[config.mk]
export PLATFORM = sky130hd
export DESIGN_NAME = sas_sequencer
export DESIGN_NICKNAME = d
export VERILOG_FILES = /design/src/design/sas_pkg.sv /design/src/design/sas_divider.sv /design/src/design/sas_sequencer.sv
export SDC_FILE = /design/constraint.sdc
export NUM_CORES = 1
export LEC_CHECK = 0
export ABC_AREA = 0
export BUFFER_PORTS_ARGS = -buffer_cell sky130_fd_sc_hd__buf_2
export CORE_MARGIN = 5
export CORE_UTILIZATION = 30
export DETAILED_ROUTE_END_ITERATION = 16
export GPL_TIMING_DRIVEN = 0
export PLACE_DENSITY = 0.53
export SLEW_MARGIN = 10
export SYNTH_ARGS = -nofsm -noshare
export SYNTH_HDL_FRONTEND = slang
export SYNTH_SLANG_ARGS = --single-unit
[constraint.sdc]
create_clock -name mclk_i -period 5.94 [get_ports mclk_i]
set_input_delay 0.594 -clock mclk_i [delete_from_list [all_inputs] [get_ports mclk_i]]
set_output_delay 0.594 -clock mclk_i [all_outputs]
set_load 0.005 [all_outputs]
[src/design/sas_pkg.sv]
// Notes on behaviour
// - the input select reaches six sources: external channels 0 to 3, temperature 4, supply 5.
// - every conversion yields a 10-bit single-ended code of the selected input.
// - one conversion takes 20 sample-clock ticks, the tick running at 4 MHz.
// - external channels use one of eight divider scales from 1.00 down to 0.24.
// - absolute mode returns the code against the internal 950 mV full-scale reference.
// - ratio mode converts twice back to back and returns the first divided by the second.
// - pseudo-differential mode converts twice and returns the first minus the second.
// - ratio pseudo-differential mode converts three times and returns (first - second) / third.
// - single mode stops after one result, continuous mode repeats until stopped.
// - a readable busy bit is set while a conversion or sequence runs.
// - an enabled interrupt signals completion so that polling is not needed.
// - averaging combines several conversions into one result.
package sas_pkg;
   // sample clock timing
   localparam int CLK_HZ       = 100_000_000;
   localparam int SCLK_HZ      = 4_000_000;
   localparam int SCLK_DIV     = CLK_HZ / SCLK_HZ;
   localparam int CONV_TICKS   = 20;
   localparam int SAMPLE_TICKS = 9;
   localparam int SAMPLE_CYC   = SAMPLE_TICKS * SCLK_DIV;
   localparam int RES_W        = 10;
   localparam int NUM_W        = 2 * RES_W;
   localparam int ACC_W        = RES_W + 7;
   localparam int ADDR_W       = 5;

   localparam logic [4:0] TICK_LAST    = 5'(SCLK_DIV - 1);
   localparam logic [4:0] TCNT_SMP_END = 5'(SAMPLE_TICKS - 1);
   localparam logic [4:0] TCNT_LSB     = 5'(CONV_TICKS - 2);
   localparam logic [4:0] TCNT_LAST    = 5'(CONV_TICKS - 1);
   localparam logic [4:0] DIV_LAST     = 5'(NUM_W - 1);
   localparam logic [9:0] RES_MAX      = 10'h3ff;
   localparam logic [9:0] DAC_MSB      = 10'h200;
   localparam logic [2:0] CHAN_TEMP    = 3'h4;
   localparam logic [2:0] CHAN_SUPPLY  = 3'h5;
   localparam logic [2:0] SCALE_UNITY  = 3'h0;

   // register byte offsets
   localparam logic [ADDR_W-1:0] OFF_CTRL     = 5'h00;
   localparam logic [ADDR_W-1:0] OFF_CHAN     = 5'h04;
   localparam logic [ADDR_W-1:0] OFF_STATUS   = 5'h08;
   localparam logic [ADDR_W-1:0] OFF_RESULT   = 5'h0c;
   localparam logic [ADDR_W-1:0] OFF_RAW      = 5'h10;
   localparam logic [ADDR_W-1:0] OFF_IRQ_STAT = 5'h14;
   localparam logic [ADDR_W-1:0] OFF_IRQ_EN   = 5'h18;
   localparam logic [ADDR_W-1:0] OFF_IRQ_CLR  = 5'h1c;

   // field positions
   localparam int CTRL_START     = 0;
   localparam int CTRL_STOP      = 1;
   localparam int CTRL_CONT      = 2;
   localparam int CTRL_MODE_LSB  = 3;
   localparam int CTRL_AVG_LSB   = 5;
   localparam int CHAN_A_LSB     = 0;
   localparam int CHAN_B_LSB     = 4;
   localparam int CHAN_C_LSB     = 8;
   localparam int CHAN_SCALE_LSB = 12;
   localparam int STAT_BUSY      = 0;
   localparam int IRQ_DONE       = 0;

   // reset values
   localparam logic WAIT_RST = 1'b1;

   typedef enum logic [1:0] {MODE_ABS, MODE_RATIO, MODE_DIFF, MODE_RDIFF} sas_mode_e;
   typedef enum logic [1:0] {ST_IDLE, ST_CONV, ST_DIV} sas_state_e;

   // analog front-end controls
   typedef struct packed {
      logic [2:0]       sel;
      logic [2:0]       scale;
      logic             sample;
      logic [RES_W-1:0] dac;
   } sas_ana_s;

   typedef struct packed {
      logic             busy;
      logic [4:0]       cnt;
      logic [NUM_W-1:0] num;
      logic [RES_W-1:0] rem;
      logic [RES_W-1:0] den;
      logic             done;
      logic [RES_W-1:0] quo;
   } sas_div_s;

   typedef struct packed {
      sas_state_e       st;
      logic [4:0]       dcnt;
      logic [4:0]       tcnt;
      logic [1:0]       slot;
      logic [6:0]       rep;
      logic [ACC_W-1:0] acc;
      logic [RES_W-1:0] a;
      logic [RES_W-1:0] b;
      logic [RES_W-1:0] c;
      logic             neg;
      logic             div_go;
      logic [15:0]      result;
      logic             cont;
      sas_mode_e        mode;
      logic [2:0]       avg;
      logic [2:0]       ch_a;
      logic [2:0]       ch_b;
      logic [2:0]       ch_c;
      logic [2:0]       scale;
      logic             stat;
      logic             en;
      logic             irq;
      logic             waitreq;
      logic [31:0]      rdata;
      sas_ana_s         ana;
   } sas_top_s;
endpackage

[src/design/sas_divider.sv]
`timescale 1ns/1ps
`default_nettype none
module sas_divider
   import sas_pkg::*;
(
   input  wire logic             mclk_i,
   input  wire logic             reset_i,
   input  wire logic             start_i,
   input  wire logic [NUM_W-1:0] num_i,
   input  wire logic [RES_W-1:0] den_i,
   output logic                  done_o,
   output logic [RES_W-1:0]      quo_o
);
   sas_div_s         r;
   sas_div_s         n;
   logic [RES_W:0]   rsh;

   ////////////////////////////////////////////////////////////////////////////
   // restoring division, one quotient bit per cycle; slow but tiny
   always_comb begin
      n = r;
      n.done = 1'b0;
      rsh = {r.rem, r.num[NUM_W-1]};
      if (start_i) begin
         n.busy = 1'b1;
         n.cnt  = '0;
         n.num  = num_i;
         n.rem  = '0;
         n.den  = den_i;
      end else if (r.busy) begin
         if (rsh >= {1'b0, r.den}) begin
            n.rem = RES_W'(rsh - {1'b0, r.den});
            n.num = {r.num[NUM_W-2:0], 1'b1};
         end else begin
            n.rem = RES_W'(rsh);
            n.num = {r.num[NUM_W-2:0], 1'b0};
         end
         n.cnt = r.cnt + 5'h1;
         if (r.cnt == DIV_LAST) begin
            n.busy = 1'b0;
            n.done = 1'b1;
            // a zero divisor or a ratio of one or more saturates to full scale
            if (r.den == '0 || |n.num[NUM_W-1:RES_W]) begin
               n.quo = RES_MAX;
            end else begin
               n.quo = n.num[RES_W-1:0];
            end
         end
      end
   end

   always_ff @(posedge mclk_i) begin
      if (reset_i) begin
         r <= '0;
      end else begin
         r <= n;
      end
   end

   assign done_o = r.done;
   assign quo_o  = r.quo;
endmodule
`default_nettype wire

[src/design/sas_sequencer.sv]
`timescale 1ns/1ps
`default_nettype none
module sas_sequencer
   import sas_pkg::*;
(
   input  wire logic              mclk_i,
   input  wire logic              reset_i,
   input  wire logic [ADDR_W-1:0] avs_address_i,
   input  wire logic              avs_read_i,
   input  wire logic              avs_write_i,
   input  wire logic [31:0]       avs_writedata_i,
   output logic [31:0]            avs_readdata_o,
   output logic                   avs_waitrequest_o,
   input  wire logic              cmp_i,
   output sas_ana_s               ana_o,
   output logic                   irq_o
);
   sas_top_s             r;
   sas_top_s             n;
   logic                 tick;
   logic                 wr;
   logic                 clr_w;
   logic                 fin;
   logic                 done_w;
   logic                 conv_end_w;
   logic [3:0]           bidx;
   logic [ACC_W-1:0]     sum;
   logic [RES_W-1:0]     val;
   logic [RES_W:0]       dif;
   logic [RES_W:0]       fdif;
   logic [15:0]          resv;
   logic [31:0]          rd;
   logic [NUM_W-1:0]     div_num;
   logic [RES_W-1:0]     div_den;
   logic                 div_done;
   logic [RES_W-1:0]     div_quo;

   ////////////////////////////////////////////////////////////////////////////
   // helpers

   // index of the last conversion slot of a mode
   function automatic logic [1:0] last_slot(sas_mode_e m);
      case (m)
         MODE_ABS:   return 2'h0;
         MODE_RDIFF: return 2'h2;
         default:    return 2'h1;
      endcase
   endfunction

   // number of repeats minus one for an averaging shift
   function automatic logic [6:0] rep_last(logic [2:0] avg);
      return 7'((8'h1 << avg) - 8'h1);
   endfunction

   // front-end setting that opens a conversion on a channel
   function automatic sas_ana_s open_conv(logic [2:0] ch, logic [2:0] sc);
      sas_ana_s s;
      s.sel    = (ch > CHAN_SUPPLY) ? CHAN_SUPPLY : ch;
      s.scale  = (s.sel < CHAN_TEMP) ? sc : SCALE_UNITY;
      s.sample = 1'b1;
      s.dac    = '0;
      return s;
   endfunction

   function automatic logic [2:0] slot_chan(sas_top_s s, logic [1:0] sl);
      case (sl)
         2'h0:    return s.ch_a;
         2'h1:    return s.ch_b;
         default: return s.ch_c;
      endcase
   endfunction

   ////////////////////////////////////////////////////////////////////////////
   // read mux, decoded on the first cycle of a read
   always_comb begin
      rd = '0;
      if (avs_address_i == OFF_CTRL) begin
         rd[CTRL_CONT]                  = r.cont;
         rd[CTRL_MODE_LSB +: 2]         = r.mode;
         rd[CTRL_AVG_LSB +: 3]          = r.avg;
      end else if (avs_address_i == OFF_CHAN) begin
         rd[CHAN_A_LSB +: 3]            = r.ch_a;
         rd[CHAN_B_LSB +: 3]            = r.ch_b;
         rd[CHAN_C_LSB +: 3]            = r.ch_c;
         rd[CHAN_SCALE_LSB +: 3]        = r.scale;
      end else if (avs_address_i == OFF_STATUS) begin
         rd[STAT_BUSY]                  = (r.st != ST_IDLE);
      end else if (avs_address_i == OFF_RESULT) begin
         rd[15:0]                       = r.result;
      end else if (avs_address_i == OFF_RAW) begin
         rd[RES_W-1:0]                  = r.a;
      end else if (avs_address_i == OFF_IRQ_STAT) begin
         rd[IRQ_DONE]                   = r.stat;
      end else if (avs_address_i == OFF_IRQ_EN) begin
         rd[IRQ_DONE]                   = r.en;
      end
   end

   // divider operands come from settled slot results
   assign dif     = {1'b0, r.a} - {1'b0, r.b};
   assign div_num = (r.mode == MODE_RATIO) ? {r.a, 10'h000}
                  : {(dif[RES_W] ? RES_W'(-dif) : dif[RES_W-1:0]), 10'h000};
   assign div_den = (r.mode == MODE_RATIO) ? r.b : r.c;

   sas_divider u_div (
      .mclk_i  (mclk_i),
      .reset_i (reset_i),
      .start_i (r.div_go),
      .num_i   (div_num),
      .den_i   (div_den),
      .done_o  (div_done),
      .quo_o   (div_quo)
   );

   ////////////////////////////////////////////////////////////////////////////
   // next state
   always_comb begin
      n = r;
      n.div_go = 1'b0;
      tick = (r.dcnt == TICK_LAST);
      n.dcnt = tick ? 5'h0 : r.dcnt + 5'h1;
      fin = 1'b0;
      done_w = 1'b0;
      conv_end_w = 1'b0;
      bidx = '0;
      sum = '0;
      val = '0;
      resv = '0;
      fdif = '0;

      // bus handshake: one wait cycle, write lands on the release edge
      wr = avs_write_i & ~r.waitreq;
      n.waitreq = ~((avs_read_i | avs_write_i) & r.waitreq);
      if (avs_read_i & r.waitreq) begin
         n.rdata = rd;
      end
      clr_w = wr && avs_address_i == OFF_IRQ_CLR && avs_writedata_i[IRQ_DONE];
      if (wr && avs_address_i == OFF_IRQ_EN) begin
         n.en = avs_writedata_i[IRQ_DONE];
      end
      // stop is honoured anytime; setup only while idle so a run is never torn
      if (wr && avs_address_i == OFF_CTRL && avs_writedata_i[CTRL_STOP]) begin
         n.cont = 1'b0;
      end
      if (wr && r.st == ST_IDLE) begin
         if (avs_address_i == OFF_CTRL) begin
            n.cont = avs_writedata_i[CTRL_CONT] & ~avs_writedata_i[CTRL_STOP];
            n.mode = sas_mode_e'(avs_writedata_i[CTRL_MODE_LSB +: 2]);
            n.avg  = avs_writedata_i[CTRL_AVG_LSB +: 3];
         end else if (avs_address_i == OFF_CHAN) begin
            n.ch_a  = avs_writedata_i[CHAN_A_LSB +: 3];
            n.ch_b  = avs_writedata_i[CHAN_B_LSB +: 3];
            n.ch_c  = avs_writedata_i[CHAN_C_LSB +: 3];
            n.scale = avs_writedata_i[CHAN_SCALE_LSB +: 3];
         end
      end

      case (r.st)
         ST_IDLE: begin
            n.dcnt = 5'h0;
            if (wr && avs_address_i == OFF_CTRL && avs_writedata_i[CTRL_START]) begin
               n.st   = ST_CONV;
               n.tcnt = 5'h0;
               n.slot = 2'h0;
               n.rep  = '0;
               n.acc  = '0;
               n.ana  = open_conv(n.ch_a, n.scale);
            end
         end
         ST_CONV: begin
            if (tick) begin
               n.tcnt = r.tcnt + 5'h1;
               // sample phase ends, trial of the top bit begins
               if (r.tcnt == TCNT_SMP_END) begin
                  n.ana.sample = 1'b0;
                  n.ana.dac    = DAC_MSB;
               end else if (r.tcnt > TCNT_SMP_END && r.tcnt <= TCNT_LSB) begin
                  // keep the trial bit when the input is at or above the dac
                  bidx = 4'(TCNT_LSB - r.tcnt);
                  n.ana.dac[bidx] = cmp_i;
                  if (bidx != 4'h0) begin
                     n.ana.dac[bidx - 4'h1] = 1'b1;
                  end
               end else if (r.tcnt == TCNT_LAST) begin
                  conv_end_w = 1'b1;
                  sum = r.acc + ACC_W'(r.ana.dac);
                  n.tcnt = 5'h0;
                  if (r.rep == rep_last(r.avg)) begin
                     val = RES_W'(sum >> r.avg);
                     case (r.slot)
                        2'h0:    n.a = val;
                        2'h1:    n.b = val;
                        default: n.c = val;
                     endcase
                     n.acc = '0;
                     n.rep = '0;
                     if (r.slot == last_slot(r.mode)) begin
                        fin = 1'b1;
                     end else begin
                        n.slot = r.slot + 2'h1;
                     end
                  end else begin
                     n.acc = sum;
                     n.rep = r.rep + 7'h1;
                  end
                  n.ana = open_conv(slot_chan(n, n.slot), n.scale);
               end
            end
         end
         ST_DIV: begin
            if (div_done) begin
               done_w = 1'b1;
               resv = r.neg ? 16'h0 - {6'h00, div_quo} : {6'h00, div_quo};
            end
         end
         default: n.st = ST_IDLE;
      endcase

      // sequence end: direct results or hand over to the divider
      if (fin) begin
         // the last slot result is only in n here, so the difference is taken again
         fdif = {1'b0, n.a} - {1'b0, n.b};
         if (r.mode == MODE_ABS) begin
            done_w = 1'b1;
            resv = {6'h00, n.a};
         end else if (r.mode == MODE_DIFF) begin
            done_w = 1'b1;
            resv = {{5{fdif[RES_W]}}, fdif};
         end else begin
            n.st = ST_DIV;
            n.div_go = 1'b1;
            n.neg = (r.mode == MODE_RDIFF) && fdif[RES_W];
            n.ana.sample = 1'b0;
         end
      end
      if (done_w) begin
         n.result = resv;
         n.slot = 2'h0;
         if (n.cont) begin
            n.st = ST_CONV;
            n.tcnt = 5'h0;
            n.dcnt = 5'h0;
            n.ana = open_conv(n.ch_a, n.scale);
         end else begin
            n.st = ST_IDLE;
            n.ana.sample = 1'b0;
         end
      end

      // set wins over a clear in the same cycle
      n.stat = (r.stat & ~clr_w) | done_w;
      n.irq = n.stat & n.en;
   end

   always_ff @(posedge mclk_i) begin
      if (reset_i) begin
         r <= '0;
         r.waitreq <= WAIT_RST;
      end else begin
         r <= n;
      end
   end

   assign avs_readdata_o    = r.rdata;
   assign avs_waitrequest_o = r.waitreq;
   assign ana_o             = r.ana;
   assign irq_o             = r.irq;

   ////////////////////////////////////////////////////////////////////////////
   // checks
   logic [8:0]  smp_cnt;
   logic [8:0]  conv_cnt;
   logic        busy_w;

   assign busy_w = (r.st != ST_IDLE);

   // fast-clock lengths of the sample window and of a whole conversion
   always_ff @(posedge mclk_i) begin
      if (reset_i || !r.ana.sample) begin
         smp_cnt <= '0;
      end else begin
         smp_cnt <= smp_cnt + 9'h1;
      end
      if (reset_i || r.st != ST_CONV || conv_end_w) begin
         conv_cnt <= '0;
      end else begin
         conv_cnt <= conv_cnt + 9'h1;
      end
   end
endmodule
`default_nettype wire

Word-level counts from Yosys, hierarchy flattened
Index checks and enable logic that the tools add are counted.
{"block": "totals", "reg_bits": 198, "latchBits": 0, "mem_bits_rw": 0, "rom_bits": 0, "input_bits": 42, "output_inout_bits": 51, "mem_count": 0}
{"block": "classes", "n_addsub": 14, "n_mul": 0, "n_div": 0, "order_cmp": 11, "n_eq_ne": 25, "shifts": 2, "mux": 122, "n_bitwise": 21, "reduce_logical": 34}
{"operator": "61-bit two-way mux", "n": 4}
{"operator": "30-bit two-way mux", "n": 4}
{"operator": "10-bit two-way mux", "n": 11}
{"operator": "16-bit two-way mux", "n": 6}
{"operator": "36-bit two-way mux", "n": 2}
{"operator": "17-bit two-way mux", "n": 4}
{"operator": "31-bit case mux with 2 select lines", "n": 1}
{"operator": "3-bit two-way mux", "n": 13}
{"operator": "2-bit two-way mux", "n": 18}
{"operator": "5-bit == test, second input constant", "n": 7}
{"operator": "17-bit case mux with 2 select lines", "n": 1}
{"operator": "11-bit two-way mux", "n": 3}
{"operator": "1-bit two-way mux", "n": 31}
{"operator": "31-bit two-way mux", "n": 1}
{"operator": "6-bit two-way mux", "n": 5}
{"operator": "12-bit two-way mux", "n": 2}
{"operator": "24-bit two-way mux", "n": 1}
{"operator": "10-bit by 10-bit subtractor with 11-bit output", "n": 2}
{"operator": "20-bit two-way mux", "n": 1}
{"operator": "18-bit two-way mux", "n": 1}
{"operator": "17-bit by 10-bit adder with 17-bit output", "n": 1}
{"operator": "17-bit by 3-bit right shift with 10-bit output", "n": 1}
{"operator": "5-bit by 1-bit adder with 5-bit output, second input constant", "n": 3}
{"operator": "5-bit by 4-bit == test with 1-bit output, second input constant", "n": 3}
{"operator": "other kinds (51)", "n": 103}

Depth between registers and ports, before layout
Gate-level depths: netlist of run 1.
{"block": "logic_depth", "word_depth": 37, "ltp_mapped": 22}

Hierarchy
Synthesis of run 1 repeated with hierarchy kept, for this count alone.
{"block": "hier_totals", "hier_cells": 1727, "hier_area_um2": 13656.8}
{"module": "sas_sequencer", "instances": 1, "cells_each": 1375, "area_per_inst_um2": 10705.3, "seq_area_each_um2": 2702.6}
{"module": "sas_divider", "instances": 1, "cells_each": 352, "area_per_inst_um2": 2951.6, "seq_area_each_um2": 1141.1}

Least setup slack after synthesis of run 1
OpenSTA, ideal clock, no wires.
{"block": "synth_timing", "kind": "register -> register", "start": "reg r[65] (netlist bit)", "end": "reg r[88] (netlist bit)", "arrival_time_ns": 4.780, "path_slack_ns": 1.090, "path_stages_with_launch": 22, "path_buffers": 3, "period_less_slack_ns": 4.850, "cell_sequence": "dfxtp_1 buf_6 clkbuf_1 nand2_1 ha_1 inv_1 a211oi_1 or4_1 a2111oi_2 and2_1 buf_6 mux2i_1 ha_1 fa_1 nor2b_1 o21ai_0 a21boi_0 o21ai_0 a211oi_1 o21a_1 or4b_1 a21oi_1"}
{"block": "synth_via", "elab_chain_len": 11, "elab_cells_between_ends": 21, "cone_classes": "add/sub: 2; eq/ne: 1; shift: 2; mux: 14; reduce/logical: 2"}
{"element": "from (decl)", "line_no": "sas_sequencer.sv:18", "text": "sas_top_s r;"}
{"element": "from (signal assigned)", "line_no": "sas_sequencer.sv:260", "text": "r <= n;"}
{"element": "1-bit by 3-bit << shifter with 7-bit output", "line_no": "sas_sequencer.sv:52", "text": "return 7'((8'h1 << avg) - 8'h1);"}
{"element": "7-bit by 1-bit subtractor with 7-bit output", "line_no": "sas_sequencer.sv:52"}
{"element": "7-bit == test", "line_no": "sas_sequencer.sv:188", "text": "if (r.rep == rep_last(r.avg)) begin"}
{"element": "30-bit two-way mux", "line_no": "sas_sequencer.sv:188"}
{"element": "61-bit two-way mux", "line_no": "sas_sequencer.sv:184", "text": "end else if (r.tcnt == TCNT_LAST) begin"}
{"element": "61-bit two-way mux", "line_no": "sas_sequencer.sv:177", "text": "end else if (r.tcnt > TCNT_SMP_END && r.tcnt <= TCNT_LSB) begin"}
{"element": "61-bit two-way mux", "line_no": "sas_sequencer.sv:174", "text": "if (r.tcnt == TCNT_SMP_END) begin"}
{"element": "61-bit two-way mux", "line_no": "sas_sequencer.sv:171", "text": "if (tick) begin"}
{"element": "30-bit two-way mux", "line_no": "sas_sequencer.sv:158", "text": "case (r.st)"}
{"element": "10-bit by 10-bit subtractor with 11-bit output", "line_no": "sas_sequencer.sv:222", "text": "fdif = {1'b0, n.a} - {1'b0, n.b};"}
{"element": "1-bit logical AND", "line_no": "sas_sequencer.sv:232", "text": "n.neg = (r.mode == MODE_RDIFF) && fdif[RES_W];"}
Several ways; a longest one is shown, not always the timed one. The select of a mux whose other input is x is not followed.
A chain may end at the register's enable or synchronous reset.

Final worst setup path of run 1
{"block": "layout_timing", "start": "reg r[66] (netlist bit)", "end": "reg r[88] (netlist bit)"}
The elaborated chain is that of the path after synthesis.

==> impl_metrics.ini, run 1 <==
[outcome]
status = finished clean

[die]
initial_utilization_pct = 30.17
die_w_microns = 214.9
die_y_microns = 214.9
core_sq_um = 41760
dieArea_sq_um = 46200
num_rows = 75
ios = 93

[logic_synthesis]
synth.mux.area_fraction_pct = 7.339
syn_area_per_cell_sq_um = 8.051
synthXorXnorAreaFrac_pct = 4.141
ys.flop_type = dfxtp_1
synth_edf_count = 0
synth_area_leaders = dfxtp_1 (31%), ha_1 (6.5%), nor2_1 (5.3%)
synth_seq_cells = 192
async_flop_share_pct = 0
synthAdderAreaFrac_pct = 7.090
synth_cells = 1565
synth_top_area_share_pct = 30.51
synth_area_leader_cell = dfxtp_1
ys_types = 87
synth_compound_area_share_pct = 22.88
synthesis.area_sq_um = 12600
synthSimpleGateAreaFrac_pct = 20.53
yosysWarnings = 0
synth_top_family_by_area = compound AO/OA/AOI/OAI gates
seq_area_frac_synth_pct = 30.51

[clock_tree]
cts_tree = done
clkLatencyLatePin_ps = 460
ctsRootBufferMaster = clkbuf_16
clkTransAtPathRegs_ps = 80
htree_levels = 4
numCtsBuffers = 17
cts.sinks = 192
cts.path.max_buffers = 2

[power]
power-per-cell-area_nw_per_um2 = 182.8
irDropWorstVdd_v = 0.0001484
p_leak_nw = 5.469
total_power_w = 0.002612

[drt]
drt_wl_total_mm = 40.17
drc_errors = 0
drt-vias-per-instance = 5.286
avgRoutedWirePerCell_microns = 18.17
vias = 11680
ant_nets = 0
first_iter_violations = 1118
dr.pass1.iters = 6

[final_layout]
layout_commonest_cell = dfxtp_1
final_cell_mix = dfxtp_1 (192), nor2_1 (179), nand2_1 (135), a21oi_1 (121), o21ai_0 (75)
fin_area_sq_um = 14290
fill_cells = 4410
nets = 1769
antennaDiodeCount = 0
area_growth_pct = 13.41
multi_input_area_sq_um = 7921
post-route-util_pct = 34.22
area.sequential_sq_um = 3844
drive_gt1_share_pct = 12.75

[hold_path]
hold_path_class = in2reg

[worst_setup_path]
crit_path_max_fanout = 10
critPathKind = reg2reg
cp-start-kind = flip-flop
crit_arrival_ps = 5900
crit_required_ps = 6300
end_kind = flip-flop

[flow_run]
max_cap_violations = 0

[sta]
max_slew_margin_pct = 25.59
period_share_pct = 93.38
fin_crit_ps = 5546
final-setup-viol-count = 0
max_freq_mhz = 180.3
maxSlewViolCount = 0
tightest_slew_ps = 1108
hold_viol_final = 0
grt_setup_unrepaired = false
skew_ps = 12.51

[global_routing]
grt.total_usage_pct = 16.95
grt_pass1_vias = 11000
grt_overflow = 0
antenna_found_initial = 0
grt_max_degree = 20
grt_pass1_wl_mm = 63.19

[placement]
gp_congestion = 0.9146
port_buffers = 57
dp_hpwl_mm = 30.98
placed_area_sq_um = 13620
-- path summary, 6_finish.rpt --
path | startpoint | to | slack, ps | depth (start not counted)
max | r[66] | r[88] | 390 | 20
min | avs_write_i | avs_waitrequest_o | 340 | 2
max reg2reg | r[66] | r[88] | 390 | 20
min reg2reg | avs_readdata_o[12] | avs_readdata_o[12] | 460 | 2
-- synth_stat cells (20+ instances only) --
master / number
dfxtp_1: 192
a22oi_1: 28
a31oi_1: 25
xor2_1: 20
o21ai_0: 77
xnor2_1: 37
clkbuf_1: 60
nand3_1: 48
a211oi_1: 39
ha_1: 65
nor2b_1: 28
a21oi_1: 122
nor3_1: 31
nand2_1: 136
nor2_1: 179
inv_1: 60
and2_1: 26
mux2i_1: 62
buf_4: 51
-- kinds of logic (layout without fill, tap and decap cells) --
family | Yosys count | in the layout
flops | 192 | 192
simple gates | 542 | 542
mux | 83 | 83
compound gates | 430 | 430
buf+inv | 190 | 281
fa+ha+maj | 69 | 69
xor+xnor | 58 | 58
other cells | 1 | 16
-- power by group --
part	leakage [nW]	internal, W	switching [W]
Sequential	1.55	0.00129	0.00000423
Combinational	3.63	0.0000338	0.0000666
Clock	0.292	0.000639	0.000577
-- sequential cells by signal, indices dropped and copies added, names as in the netlist --
signal,count
avs_readdata_o,15
u_div.quo_o,10
avs_waitrequest_o,1
r,101
u_div.done_o,1
irq_o,1
ana_o,17
u_div.r,46
-- final cells by class --
cell class	instances	area share (%)
buffer	127	4.947
clock buffer	19	3.030
clock inverter	13	1.200
inverter	62	1.629
multi-input combinational	1198	55.44
sequential	192	26.90
tap	539	4.720
timing repair buffer	60	2.137
-- per-stage QoR --
step / worst slack [ps] / hold WS (ps) / setup TNS, ps / instances
after floorplan: 1090 / 428.5 / 0 / 1580
after global placement: -252.6 / 440.3 / -366.8 / 2176
after detailed placement: -263.8 / 445.6 / -480.2 / 2177
after CTS: 15.19 / 327.5 / 0 / 2208
after global routing: 50.14 / 334.8 / 0 / 2210
final: 393.5 / 344.0 / 0 / 2210
-- worst max-delay path: stages (launching register included) --
cell and delay [ps]:
dfxtp_1 480, buf_4 240, nor2_1 90, nand2_1 80, ha_1 260, inv_1 100, and3_1 180, or4_1 590
a2111oi_4 390, buf_4 200, and2_1 190, buf_2 270, mux2i_1 380, ha_1 330, o21ai_0 120, a21boi_0 180
o21ai_1 230, a211oi_1 140, o21a_1 210, or4b_1 520, a21oi_1 240
-- metal layers --
metal	routed length [microns]	track usage [%]	vias up
met3	2362	3.237	36
met4	565	3.543	0
li1	-	-	5783
met5	0	0	-
met2	18160	26.82	305
met1	19080	24.16	5557
-- what timing repair did --
| action | 4_1_cts | 5_1_grt |
|---|---|---|
| setup buffers | 0 | 2 |
| hold buffers | 0 | 0 |
| endpoints found under the setup margin | 5 | 5 |
| pin swaps | 0 | 1 |
| cloned | 0 | 0 |
| resized for setup | 3 | 8 |
(Power assumes the default switching activity.)
==> run 2, diff against run 1 <==
--- a/config.mk
+++ b/config.mk
@@ -7,11 +7,13 @@
 export LEC_CHECK = 0
 export ABC_AREA = 0
 export BUFFER_PORTS_ARGS = -buffer_cell sky130_fd_sc_hd__buf_2
+export CAP_MARGIN = 5
 export CORE_MARGIN = 5
-export CORE_UTILIZATION = 30
+export CORE_UTILIZATION = 50
+export CTS_CLUSTER_DIAMETER = 100
 export DETAILED_ROUTE_END_ITERATION = 16
 export GPL_TIMING_DRIVEN = 0
-export PLACE_DENSITY = 0.53
+export PLACE_DENSITY = 0.76
 export SLEW_MARGIN = 10
 export SYNTH_ARGS = -nofsm -noshare
 export SYNTH_HDL_FRONTEND = slang
==> impl_metrics.ini, run 2 (synthesis gave the netlist of run 1 again) <==
[drt]
drc_errors = 0
dr.pass1.iters = 6
first_iter_violations = 1441
avgRoutedWirePerCell_microns = 18.74
drt_wl_total_mm = 37.50
ant_nets = 0
drt-vias-per-instance = 6.117
vias = 12240

[clock_tree]
cts_tree = done
numCtsBuffers = 17
clkTransAtPathRegs_ps = 100
cts.sinks = 192
cts.path.max_buffers = 2
hold_buffers = 0
htree_levels = 4
clkLatencyLatePin_ps = 460
ctsRootBufferMaster = clkbuf_16

[worst_setup_path]
cp-start-kind = flip-flop
crit_required_ps = 6320
crit_arrival_ps = 5890
crit_slowest_cell = or4_1
critPathKind = reg2reg
end_kind = flip-flop
path_cells = buf_4 -> nor2_1 -> nand2_1 -> ha_1 -> inv_1 -> and3_1 -> or4_1 -> a2111oi_4 -> and2_1 -> buf_6 -> buf_6 -> mux2i_1 -> inv_1 -> ha_1 -> o21ai_0 -> a21boi_0 -> o21ai_0 -> a211oi_1 -> o21a_1 -> or4b_1 -> a21oi_1
crit_path_max_fanout = 10
max_stage_delay_ps = 600

[power]
p_comb_share_pct = 3.8
switching_share_pct = 27.26
clkPwrFrac_pct = 47.2
power-per-cell-area_nw_per_um2 = 188.1
internal_power_w = 0.001921
power_frac_seq_pct = 49.1
switchingPower_w = 0.0007199
irDropWorstVdd_v = 0.0001906
p_leak_nw = 5.468

[final_layout]
drive_gt1_share_pct = 12.75
fill_cells = 2287
final_cell_mix = dfxtp_1 (192), nor2_1 (179), nand2_1 (136), a21oi_1 (120), o21ai_0 (76)
nets = 1769
area_growth_pct = 11.43
area.sequential_sq_um = 3844
layout_commonest_cell = dfxtp_1
multi_input_area_sq_um = 7904
largest-register = r
largest_reg_flops = 101
post-route-util_pct = 56.24
antennaDiodeCount = 0

[sta]
max_slew_margin_pct = 27.36
max_freq_mhz = 181.4
skew_ps = 19.25
maxSlewViolCount = 0
tightest_slew_ps = 1081
grt_setup_unrepaired = false
period_share_pct = 92.79
fin_crit_ps = 5512
final-setup-viol-count = 0
worst_slack_ps = 428.4
hold_viol_final = 0

[die]
dieArea_sq_um = 28470
initial_utilization_pct = 50.47
die_y_microns = 168.7
core_sq_um = 24960
num_rows = 58
die_w_microns = 168.7
ios = 93

[flow_run]
max_cap_violations = 0

[global_routing]
grt_pass1_vias = 11210
grt_overflow = 0
grt_pass1_wl_mm = 59.54
grt.total_usage_pct = 25.69
grt_max_degree = 24
antenna_found_initial = 1

[placement]
dp_hpwl_mm = 28.03
gp_congestion = 0.9774
post-place-ws_ps = -36.07
port_buffers = 57

[outcome]
status = finished clean

[hold_path]
hold_path_class = in2reg
run 2: cell types whose count changed in the layout (fill, tap and decap cells not counted), moves of 2 or more:
cell and change:
a21oi_2 +2, clkbuf_1 -2, inv_6 -3, inv_12 +6
bufinv_16 -2
run 2: power groups by stage:
| stage | clock network (W) | registers (W) | logic, W |
|---|---|---|---|
| 4_1_cts | 0.00124 | 0.00130 | 0.0000973 |
| 3_5_place_dp | 0 | 0.00133 | 0.0000971 |
| 6_report | 0.00125 | 0.00130 | 0.0000997 |
| 3_3_place_gp | 0 | 0.00133 | 0.0000967 |
| 2_1_floorplan | 0 | 0.00132 | 0.0000559 |
| 5_1_grt | 0.00130 | 0.00130 | 0.000106 |
run 2: critical path, delay by kind of cell, from the launching register on:
kind                       cells  cell delay [ps]
buffers and inverters          5              710
and+or+nand+nor                6             1700
DFF                            1              490
adders and majority gates      2              570
muxes                          1              380
AOI/OAI and AO/OA              7             1600
run 2: worst paths after layout:
path / startpoint / endpoint / slack (ps) / depth (start not counted)
worst max-delay path: r[66] / r[88] / 430 / 21
worst max register to register: r[66] / r[88] / 430 / 21
worst min register to register: avs_readdata_o[12] / avs_readdata_o[12] / 460 / 2
worst min-delay path: avs_write_i / avs_waitrequest_o / 340 / 2
run 2: final cells by class:
type / instances / area share [%]
multi-input cells: 1198 / 56.30
well taps: 330 / 2.941
clock inverters: 15 / 1.488
inverters: 62 / 1.658
clock buffers: 17 / 3.030
repair buffers: 60 / 2.174
plain buffers: 127 / 5.035
flip-flops and latches: 192 / 27.38
run 2: per-layer routing:
metal / vias up / routed length [microns] / track usage [%]
met4: 2 / 1285 / 9.210
li1: 5780 / - / -
met5: - / 13 / 0
met2: 558 / 16970 / 40.72
met1: 5811 / 16150 / 35.29
met3: 89 / 3079 / 4.461
run 2: metrics by stage:
stage | cell area [sq um] | TNS, ps | total power, W | hold WS, ps | instances
global route | 14040 | 0 | 0.002705 | 360.0 | 2001
floorplan | 12660 | 0 | 0.001380 | 428.5 | 1580
global placement | 13350 | -20.64 | 0.001422 | 438.3 | 1967
CTS | 13990 | 0 | 0.002636 | 348.3 | 1998
detailed placement | 13350 | -37.02 | 0.001423 | 448.4 | 1967
finish | 14040 | 0 | 0.002640 | 342.1 | 2001
run 2: what timing repair did:
item / CTS / global route
cloned: 0 / 0
endpoints found under the hold margin: 0 / 0
pin swaps: 0 / 1
gates resized for setup: 1 / 6
endpoints found under the setup margin: 2 / 6
buffers inserted: 0 / 2
